[config.mk]
export PLATFORM = sky130hd
export DESIGN_NAME = serial_status_flags
export DESIGN_NICKNAME = d
export VERILOG_FILES = /design/src/rtl/serial_status_pkg.sv /design/src/rtl/serial_status_flags.sv /design/src/rtl/clear_by_write_flag.sv /design/src/rtl/rx_char_check.sv
export SDC_FILE = /design/constraint.sdc
export NUM_CORES = 1
export LEC_CHECK = 0
export ABC_AREA = 1
export BUFFER_PORTS_ARGS = -buffer_cell sky130_fd_sc_hd__buf_2
export CORE_MARGIN = 10
export CORE_UTILIZATION = 49
export DETAILED_ROUTE_END_ITERATION = 8
export HOLD_SLACK_MARGIN = 0.05
export PLACE_DENSITY_LB_ADDON = 0.1
export SLEW_MARGIN = 5
export SYNTH_ARGS = -nofsm -noshare
export SYNTH_HDL_FRONTEND = slang
export SYNTH_SLANG_ARGS = --single-unit
[constraint.sdc]
create_clock -name i_ref_clk -period 2.95 [get_ports i_ref_clk]
set_input_delay 0.4425 -clock i_ref_clk [delete_from_list [all_inputs] [get_ports i_ref_clk]]
set_output_delay 0.4425 -clock i_ref_clk [all_outputs]
set_load 0.05 [all_outputs]
[src/rtl/serial_status_pkg.sv]
// Purpose: Shared constants and types for the serial status flag block
// Assumes: One system clock, active-low asynchronous reset
// Notes: Bit positions and reset value of the status register
package serial_status_pkg;
    localparam int STAT_W = 8;
    localparam logic [7:0] STAT_RESET = 8'h84;
    localparam int B_TX_EMPTY = 7;
    localparam int B_RX_FULL = 6;
    localparam int B_OVERRUN = 5;
    localparam int B_FRAMING = 4;
    localparam int B_PARITY = 3;
    localparam int B_TX_DONE = 2;
    localparam int B_MP_RX = 1;
    localparam int B_MP_TX = 0;
    localparam int DATA_W = 8;

    // Receive completion event from the receive shifter
    typedef struct packed {
        logic done;
        logic [7:0] data;
        logic parity_bit;
        logic stop_bit;
        logic mp_bit;
    } rx_char_t;

    // CPU access to the status register
    typedef struct packed {
        logic rd;
        logic wr;
        logic [7:0] wdata;
    } cpu_acc_t;

    // Interrupt requests
    typedef struct packed {
        logic tx_empty;
        logic rx_full;
        logic rx_error;
        logic tx_done;
    } irq_t;
endpackage

[src/rtl/serial_status_flags.sv]
// Purpose: Status flags of the serial unit and their set/clear events
// Assumes: Shifters and baud logic live outside; strobes are one cycle
// Notes: Register read is combinational, flags themselves are flops
`timescale 1ns/100ps

// Functional notes
// Register resets to 84h, also in low power
// Five flags cleared by read-1 then write-0
// Transmit-done and received mp bit ignore writes
// Tx empty sets on disable or buffer transfer
// Tx empty clears on holding buffer write
// Rx full sets on clean receive; read clears
// Error or disabled: rx buffer, full unchanged
// Overrun when char completes with full set
// Overrun stalls reception; sync also transmit
// Framing error on first stop bit zero
// Framing error loads buffer, full stays clear
// Framing stalls reception; sync also transmit
// Parity mismatch sets parity flag, loads buffer
// Parity stalls reception; sync also transmit
// Receive disable keeps error and mp flags
// Tx done sets on disable or last bit
// Mp bit captured per received async character; code only with mp enabled and buffer empty
// Mp bit to send used in async mp
// Tx empty irq is flag and enable
// Rx irqs follow flags and rx enable
// Tx done irq is flag and enable
// Clear needs read record, set wins
module serial_status_flags
    import serial_status_pkg::*;
(
    // Clock and reset
    input wire logic i_ref_clk,
    input wire logic i_rstn,
    input wire logic i_lp_mode,
    // CPU access
    input wire cpu_acc_t i_stat_acc,
    output logic [STAT_W-1:0] o_stat_rdata,
    input wire logic i_tx_buf_wr,
    input wire logic [DATA_W-1:0] i_tx_buf_wdata,
    input wire logic i_rx_buf_rd,
    output logic [DATA_W-1:0] o_rx_holding_buffer,
    // Control
    input wire logic i_transmit_enable,
    input wire logic i_rx_on,
    input wire logic i_async,
    input wire logic i_mp_enable,
    input wire logic i_parity_en,
    input wire logic i_parity_odd_select,
    input wire logic i_tx_irq_enable,
    input wire logic i_rx_irq_enable,
    input wire logic i_tx_done_irq_enable,
    // Transmit path
    input wire logic i_tx_load,
    input wire logic i_tx_last_bit,
    output logic [DATA_W-1:0] o_tx_holding_buffer,
    output logic o_tx_mp_bit,
    output logic o_tx_allowed,
    // Receive path
    input wire rx_char_t i_rx_char,
    output logic o_rx_allowed,
    // Interrupts
    output irq_t o_irq
);
    logic tx_empty;
    logic rx_full;
    logic overrun;
    logic framing;
    logic parity;
    logic tx_done_r;
    logic mp_rx_r;
    logic mp_tx_r;
    logic [DATA_W-1:0] rx_buf_r;
    logic [DATA_W-1:0] tx_buf_r;
    logic fer_now;
    logic per_now;
    logic err_any;
    logic rx_take;
    logic te_fall;
    logic tx_empty_clr_sw;
    logic tx_empty_clr;
    logic tx_empty_set;
    logic tx_done_set;
    logic tx_rd_seen_r;
    logic rx_full_set;
    logic overrun_set;
    logic framing_set;
    logic parity_set;
    logic mp_rx_take;

    // ****************************************
    // Receive character checks
    // ****************************************
    rx_char_check u_check (
        .i_char(i_rx_char),
        .i_async(i_async),
        .i_parity_en(i_parity_en),
        .i_parity_odd_select(i_parity_odd_select),
        .o_framing(fer_now),
        .o_parity(per_now)
    );

    assign err_any = overrun || framing || parity;
    // Any error flag halts reception; sync mode halts transmit too
    assign o_rx_allowed = i_rx_on && !err_any;
    assign o_tx_allowed = i_async || !err_any;
    // Disabled receiver ignores completions entirely
    assign rx_take = i_rx_char.done && o_rx_allowed;

    // ****************************************
    // Transmit enable level
    // ****************************************
    // Level low keeps it pinned at 1 rather than an edge only
    assign te_fall = !i_transmit_enable;

    // ****************************************
    // Set events
    // ****************************************
    assign tx_empty_set = te_fall || i_tx_load;
    assign tx_done_set = te_fall || (i_tx_last_bit && tx_empty);
    // Framing and parity errors only count while no clean character waits in the buffer
    assign rx_full_set = rx_take && !rx_full && !fer_now && !per_now;
    assign overrun_set = rx_take && rx_full;
    assign framing_set = rx_take && !rx_full && fer_now;
    assign parity_set = rx_take && !rx_full && per_now;
    assign mp_rx_take = rx_take && i_async && i_mp_enable && !rx_full;

    // ****************************************
    // Flags
    // ****************************************
    assign tx_empty_clr_sw = i_stat_acc.wr && !i_stat_acc.wdata[B_TX_EMPTY];

    clear_by_write_flag #(.RESET_VAL(STAT_RESET[B_TX_EMPTY])) u_tx_empty (
        .i_ref_clk(i_ref_clk),
        .i_rstn(i_rstn),
        .i_lp_reset(i_lp_mode),
        .i_set(tx_empty_set),
        .i_hw_clr(i_tx_buf_wr),
        .i_rd(i_stat_acc.rd),
        .i_wr(i_stat_acc.wr),
        .i_wbit(i_stat_acc.wdata[B_TX_EMPTY]),
        .o_flag(tx_empty)
    );

    clear_by_write_flag #(.RESET_VAL(STAT_RESET[B_RX_FULL])) u_rx_full (
        .i_ref_clk(i_ref_clk),
        .i_rstn(i_rstn),
        .i_lp_reset(i_lp_mode),
        .i_set(rx_full_set),
        .i_hw_clr(i_rx_buf_rd),
        .i_rd(i_stat_acc.rd),
        .i_wr(i_stat_acc.wr),
        .i_wbit(i_stat_acc.wdata[B_RX_FULL]),
        .o_flag(rx_full)
    );

    clear_by_write_flag #(.RESET_VAL(STAT_RESET[B_OVERRUN])) u_overrun (
        .i_ref_clk(i_ref_clk),
        .i_rstn(i_rstn),
        .i_lp_reset(i_lp_mode),
        .i_set(overrun_set),
        .i_hw_clr(1'b0),
        .i_rd(i_stat_acc.rd),
        .i_wr(i_stat_acc.wr),
        .i_wbit(i_stat_acc.wdata[B_OVERRUN]),
        .o_flag(overrun)
    );

    clear_by_write_flag #(.RESET_VAL(STAT_RESET[B_FRAMING])) u_framing (
        .i_ref_clk(i_ref_clk),
        .i_rstn(i_rstn),
        .i_lp_reset(i_lp_mode),
        .i_set(framing_set),
        .i_hw_clr(1'b0),
        .i_rd(i_stat_acc.rd),
        .i_wr(i_stat_acc.wr),
        .i_wbit(i_stat_acc.wdata[B_FRAMING]),
        .o_flag(framing)
    );

    clear_by_write_flag #(.RESET_VAL(STAT_RESET[B_PARITY])) u_parity (
        .i_ref_clk(i_ref_clk),
        .i_rstn(i_rstn),
        .i_lp_reset(i_lp_mode),
        .i_set(parity_set),
        .i_hw_clr(1'b0),
        .i_rd(i_stat_acc.rd),
        .i_wr(i_stat_acc.wr),
        .i_wbit(i_stat_acc.wdata[B_PARITY]),
        .o_flag(parity)
    );

    // Mirror of the tx empty read record; without it a bare write of 0
    // would drop tx done while tx empty stays set
    always_ff @(posedge i_ref_clk or negedge i_rstn)
    begin
        if (!i_rstn)
            tx_rd_seen_r <= 1'b0;
        else if (i_lp_mode || i_stat_acc.wr || !tx_empty)
            tx_rd_seen_r <= 1'b0;
        else if (i_stat_acc.rd)
            tx_rd_seen_r <= 1'b1;
    end

    // Tx done follows the same clears as tx empty, set wins
    assign tx_empty_clr = !tx_empty_set && (i_tx_buf_wr ||
        (tx_empty_clr_sw && tx_rd_seen_r && tx_empty));

    always_ff @(posedge i_ref_clk or negedge i_rstn)
    begin
        if (!i_rstn)
            tx_done_r <= STAT_RESET[B_TX_DONE];
        else if (i_lp_mode)
            tx_done_r <= STAT_RESET[B_TX_DONE];
        else if (tx_done_set)
            tx_done_r <= 1'b1;
        else if (tx_empty_clr)
            tx_done_r <= 1'b0;
    end

    // ****************************************
    // Multiprocessor bits
    // ****************************************
    always_ff @(posedge i_ref_clk or negedge i_rstn)
    begin
        if (!i_rstn)
            mp_rx_r <= STAT_RESET[B_MP_RX];
        else if (i_lp_mode)
            mp_rx_r <= STAT_RESET[B_MP_RX];
        else if (mp_rx_take)
            mp_rx_r <= i_rx_char.mp_bit;
    end

    always_ff @(posedge i_ref_clk or negedge i_rstn)
    begin
        if (!i_rstn)
            mp_tx_r <= STAT_RESET[B_MP_TX];
        else if (i_lp_mode)
            mp_tx_r <= STAT_RESET[B_MP_TX];
        else if (i_stat_acc.wr)
            mp_tx_r <= i_stat_acc.wdata[B_MP_TX];
    end
    // Meaningless outside async multiprocessor transmit
    assign o_tx_mp_bit = mp_tx_r && i_async && i_mp_enable;

    // ****************************************
    // Holding buffers
    // ****************************************
    always_ff @(posedge i_ref_clk or negedge i_rstn)
    begin
        if (!i_rstn)
            rx_buf_r <= '0;
        else if (rx_take && !rx_full)
            rx_buf_r <= i_rx_char.data;
    end

    always_ff @(posedge i_ref_clk or negedge i_rstn)
    begin
        if (!i_rstn)
            tx_buf_r <= '0;
        else if (i_tx_buf_wr)
            tx_buf_r <= i_tx_buf_wdata;
    end

    assign o_rx_holding_buffer = rx_buf_r;
    assign o_tx_holding_buffer = tx_buf_r;

    // ****************************************
    // Readback and interrupts
    // ****************************************
    always_comb
    begin
        o_stat_rdata = '0;
        o_stat_rdata[B_TX_EMPTY] = tx_empty;
        o_stat_rdata[B_RX_FULL] = rx_full;
        o_stat_rdata[B_OVERRUN] = overrun;
        o_stat_rdata[B_FRAMING] = framing;
        o_stat_rdata[B_PARITY] = parity;
        o_stat_rdata[B_TX_DONE] = tx_done_r;
        o_stat_rdata[B_MP_RX] = mp_rx_r;
        o_stat_rdata[B_MP_TX] = mp_tx_r;
    end

    assign o_irq.tx_empty = tx_empty && i_tx_irq_enable;
    assign o_irq.rx_full = rx_full && i_rx_irq_enable;
    assign o_irq.rx_error = err_any && i_rx_irq_enable;
    assign o_irq.tx_done = tx_done_r && i_tx_done_irq_enable;
endmodule

[src/rtl/clear_by_write_flag.sv]
// Purpose: One sticky flag cleared by software read-1 then write-0
// Assumes: Set and extra clear events come from the same clock
// Notes: Set wins over any clear in the same cycle
`timescale 1ns/100ps
module clear_by_write_flag #(
    parameter logic RESET_VAL = 1'b0
) (
    // Clock and reset
    input wire logic i_ref_clk,
    input wire logic i_rstn,
    input wire logic i_lp_reset,
    // Events
    input wire logic i_set,
    input wire logic i_hw_clr,
    input wire logic i_rd,
    input wire logic i_wr,
    input wire logic i_wbit,
    // State
    output logic o_flag
);
    logic flag_r;
    logic armed_r;
    logic sw_clr;

    assign sw_clr = i_wr && !i_wbit && armed_r && flag_r;
    assign o_flag = flag_r;

    always_ff @(posedge i_ref_clk or negedge i_rstn)
    begin
        if (!i_rstn)
            flag_r <= RESET_VAL;
        else if (i_lp_reset)
            flag_r <= RESET_VAL;
        else if (i_set)
            flag_r <= 1'b1;
        else if (sw_clr || i_hw_clr)
            flag_r <= 1'b0;
    end

    // Record a read of 1; any write consumes the record
    always_ff @(posedge i_ref_clk or negedge i_rstn)
    begin
        if (!i_rstn)
            armed_r <= 1'b0;
        else if (i_lp_reset || i_wr || !flag_r)
            armed_r <= 1'b0;
        else if (i_rd)
            armed_r <= 1'b1;
    end
endmodule

[src/rtl/rx_char_check.sv]
// Purpose: Error checks on a completed received character
// Assumes: Stop and parity bits already sampled by the shifter
// Notes: Purely combinational
`timescale 1ns/100ps
module rx_char_check
    import serial_status_pkg::*;
(
    // Character
    input wire rx_char_t i_char,
    // Format
    input wire logic i_async,
    input wire logic i_parity_en,
    input wire logic i_parity_odd_select,
    // Results
    output logic o_framing,
    output logic o_parity
);
    // Only the first stop bit is looked at
    assign o_framing = i_char.done && i_async && !i_char.stop_bit;
    // Odd select wants an odd count of ones over data plus parity
    assign o_parity = i_char.done && i_async && i_parity_en &&
        ((^{i_char.data, i_char.parity_bit}) != i_parity_odd_select);
endmodule

Yosys cells after proc, flatten, opt, wreduce, memory -nomap -nowiden
Cells that the tools add are included.
{ "word_totals": {"ff_bits": 29, "output_inout_bits": 31} }
{ "op_classes": {"eq_ne": 1, "mux": 28, "n_reduce_logical": 81} }
{ "op_table": {"columns": ["operator", "n"], "rows": [
  ["$logic_and A1 B1 Y1", 38],
  ["$mux W1", 28],
  ["$reduce_bool A3 Y1", 6],
  ["$logic_not A1 Y1", 16],
  ["$reduce_bool A2 Y1", 7],
  ["$logic_or A1 B1 Y1", 13],
  ["$reduce_xor A9 Y1", 1],
  ["$ne A1 B1 Y1", 1]
]} }

Logic depth before layout (Yosys ltp)
{ "depth": {"word_depth": 10, "depth_mapped": 11, "mapped_depth_nobuf": 11} }

Hierarchy
A second synthesis with hierarchy kept.
{ "hier_totals": {"cells_unflattened": 236, "hier_area_um2": 1706.6} }
{ "modules_own_cells": {"columns": ["mod", "n_inst", "cells_each", "area_each_um2", "seq_area_each_um2"], "rows": [
  ["serial_status_flags", 1, 127, 1001.0, 501.7],
  ["clear_by_write_flag (u_framing ...)", 4, 11, 98.8, 50.0],
  ["rx_char_check", 1, 52, 216.5, 0.0],
  ["clear_by_write_flag (u_tx_empty)", 1, 13, 93.8, 51.3]
]} }

Least setup slack after synthesis
Ideal clock, no wire load.
{ "synth_path": {"path_kind": "input -> output", "from": "input i_rx_irq_enable", "to": "output o_irq[1] in the netlist's numbering", "t_arrival_ns": 1.582, "path_slack_ns": 0.926, "path_stages": 1, "path_cell_list": "a21boi_0"} }
{ "synth_via": {"elab_chain_cells": 1} }
{ "synth_lines": {"columns": ["element", "line_no", "source"], "rows": [
  ["start, declared", "serial_status_flags.sv:51", "input wire logic i_rx_irq_enable,"],
  ["$logic_and A1 B1 Y1", "serial_status_flags.sv:286", "assign o_irq.rx_error = err_any && i_rx_irq_enable;"],
  ["end, declared", "serial_status_flags.sv:63", "output irq_t o_irq"]
]} }
No other way between the ends.

Worst setup path in the final report
{ "layout_path": {"from": "register u_parity.flag_r, in the netlist u_parity.o_flag", "to": "output o_rx_allowed"} }
{ "layout_via": {"elab_chain_cells": 3} }
{ "layout_lines": {"columns": ["element", "line_no", "source"], "rows": [
  ["start, declared", "clear_by_write_flag.sv:21", "logic flag_r;"],
  ["start signal, assigned", "clear_by_write_flag.sv:31", "flag_r <= RESET_VAL;"],
  ["start signal, assigned", "clear_by_write_flag.sv:33", "flag_r <= RESET_VAL;"],
  ["start signal, assigned", "clear_by_write_flag.sv:35", "flag_r <= 1'b1;"],
  ["$logic_or A1 B1 Y1", "serial_status_flags.sv:103", "assign err_any = overrun || framing || parity;"],
  ["$logic_not A1 Y1", "serial_status_flags.sv:105", "assign o_rx_allowed = i_rx_on && !err_any;"],
  ["$logic_and A1 B1 Y1", "serial_status_flags.sv:105", null],
  ["end, declared", "serial_status_flags.sv:61", "output logic o_rx_allowed,"]
]} }
No other way between the ends.

==> summary.txt <==
Status
  • Status: completed

Synth
  • Post-synth EDFFs: 0
  • Flops & latches, synth: 29
  • Syn Area/Cell: 8.439 um2
  • Leading area contributor after synthesis: dfrtp_1
  • Mapped Area: approximately 0.0016 mm2
  • Top cells by area, synth: dfrtp_1 (44%), nand2_1 (14%), mux2_2 (5.8%)
  • Cell count after synthesis: roughly 180
  • Synth top area share: roughly 44%
  • Synthesized net count: between 200 and 250
  • Asr flop ratio synth: between 90% and 100%
  • Main flop type after synthesis: dfrtp_1
  • Syn. warnings: 0
  • Seq/Total Area, Yosys: between 40% and 50%
  • Distinct cells, synth: 29

Setup path
  • Critical path origin: u_parity.o_flag
  • CP Max Fanout: 4
  • Worst R2R Start: u_parity.o_flag
  • WP data required: between 2000 and 3000 ps
  • WS Path Type: flip-flop to output pin
  • Cell count of the worst reg-to-reg path: 9
  • Crit path launch type: flip-flop
  • Critical Path End: o_rx_allowed
  • RR Endpoint: u_rx_full.o_flag
  • CP Data Arrival Time: around 1400 ps
  • Crit. End Element: output pin
  • Flop-to-flop setup slack: around 1500 ps

STA
  • Max Freq: 0.5586 GHz
  • Post-layout min period: 1790 ps
  • Final Hold Viols: 0
  • Final setup fails: 0
  • Clock skew: 14.51 ps
  • Setup TNS: 0 ps
  • Tcrit/Tclk final: about three fifths
  • RSZ-0062 raised after global routing: no
  • Relative slew slack: a little under three fifths
  • Worst slew pin tran: around 640 ps
  • Final hold slack: 119.2 ps
  • Final Max Slew Viols: 0

Hold path
  • Hold WC Path Type: input pin to asynchronous set/reset pin

Clocking
  • CTS tree: built
  • Worst-path clk slew: roughly 100 ps
  • Post-CTS setup repair buffer count: 0
  • CTS Root Buffer Type: clkbuf_4
  • CTS buffer count: 5
  • Worst skew pair latency: between 300 and 400 ps
  • Hold_buf cts: 0
  • Max clock buf depth: 2
  • CTS resizes: 0
  • CTS H-tree depth: 2
  • Clock Sinks: 29

Pwr
  • VDD IR max: 0.3152 mV
  • Pleak: roughly 1.1 nW
  • Power Dens Cells: between 500 and 600 mW/mm2

Drt
  • Vias after detailed routing: approximately 1400
  • Drt wl/cell: 12.39 um
  • Routed Antenna Nets: 0
  • Initial DRC Count: 51
  • Drt drc: 0
  • DR pass1 iterations: 4
  • Post-Route WL: 3.705 mm
  • Vias per cell: approximately 4.6

Die
  • Core footprint: about 0.0031 mm2
  • Die area: just under 0.006 mm2
  • Ports: between 70 and 80
  • Die H: roughly 76 um
  • Die W: approximately 76 um
  • Initial core utilization: about half
  • Row count: 20

Global routing
  • Initial antenna violation count: 0
  • Total GRT Usage: a little over an eighth
  • Largest net degree at the start of global routing: 30
  • First-pass GRT wire length: approximately 6.4 mm
  • Gr ovfl total: 0
  • Vias in the first global route: ~1400

Final layout
  • Area delta synth->final: 27.24%
  • Final #Nets: 300
  • Ant diodes: 0
  • Most common cell after layout, fill and taps aside: buf_2
  • Layout cell share with drive strength beyond 1: approximately 43%
  • Most frequent cells in the layout: buf_2 (74), nand2_1 (57), dfrtp_1 (27)

Place
  • RePlAce Congestion: between 0.7 and 0.8
  • DP Wirelength: around 3.0 mm
  • Port Buf Inserts: 74

Run
  • Max Cap Violations: 0
-- power by group --
group	leakage, nW	total, W	switching [W]	internal, W
Sequential	0.365	0.000452	0.0000194	0.000433
Combinational	0.684	0.000326	0.000236	0.0000907
Clock	0.0422	0.000318	0.000140	0.000178
Total	1.09	0.00110	0.000396	0.000701
-- final cells by class --
cell class,instances,area [um2]
Inverter,23,88.84
Tap cell,44,55.05
Clock inverter,2,35.03
Fill cell,286,1077
Multi-Input combinational cell,121,656.9
Timing Repair Buffer,74,370.4
Clock buffer,6,41.29
Sequential cell,29,728.2
-- per-layer routing --
metal	global-route usage (%)	part of all wire (%)
met4	3.903	1.2
met3	6.250	8.7
met2	22.87	49
met5	0	0
met1	13.78	41
-- cells in the mapped netlist, types with 2 or more instances --
library cell and number:
nand3_1 7, clkinv_1 2, inv_1 14, dfrtp_1 27, nor2_2 2, o21ai_2 7, nor2_1 12, nand2_1 57
dfstp_2 2, a21oi_1 5, o21ai_0 6, mux2_2 8, nor3_1 2, nand3b_1 5, buf_4 8, clkbuf_1 2
inv_2 6
-- worst max-delay path: stages, from the launching register on --
cell	delay [ps]
dfrtp_1	440
nor2_2	150
nand2_2	90
nor2_1	80
buf_2	260
-- per-stage QoR --
stage,util [%],instances,setup slack [ps],total power [W],area (um2)
global route,64.71,299,1032,0.001159,1976
global placement,62.21,291,1458,0.0007859,1899
floorplan,-,184,925.9,0.0006967,1553
detailed placement,62.21,291,1445,0.0007905,1899
CTS,64.71,299,1135,0.001111,1976
finish,64.71,299,1160,0.001096,1976
-- worst min path at each step --
stage,start,to,depth (start not counted)
2_1_floorplan,i_rstn,mp_rx_r,0
3_3_place_gp,o_rx_holding_buffer[7],o_rx_holding_buffer[7],2
3_5_place_dp,o_rx_holding_buffer[2],o_rx_holding_buffer[2],2
4_1_cts,i_rstn,o_tx_holding_buffer[1],1
5_1_grt,i_rstn,o_tx_holding_buffer[7],1
6_report,i_rstn,o_tx_holding_buffer[1],1
-- cell families after synthesis --
kind of cell / synth area share [%]
DFF: 46.90
muxes: 5.802
buffers and inverters: 10.80
xor gates and xnor gates: 0.5642
AOI/OAI and AO/OA: 9.590
and+or+nand+nor: 26.35
-- flip-flops by register name, indices dropped and copies added, names as in the netlist --
| register | cells |
|---|---|
| u_parity.o_flag | 1 |
| u_rx_full.o_flag | 1 |
| u_framing.o_flag | 1 |
| u_rx_full.armed_r | 1 |
| mp_tx_r | 1 |
| u_parity.armed_r | 1 |
| tx_done_r | 1 |
| u_overrun.armed_r | 1 |
| u_tx_empty.armed_r | 1 |
| o_tx_holding_buffer | 8 |
| o_rx_holding_buffer | 8 |
| u_overrun.o_flag | 1 |
| u_framing.armed_r | 1 |
| mp_rx_r | 1 |
| u_tx_empty.o_flag | 1 |
(Power assumes the default switching activity.)
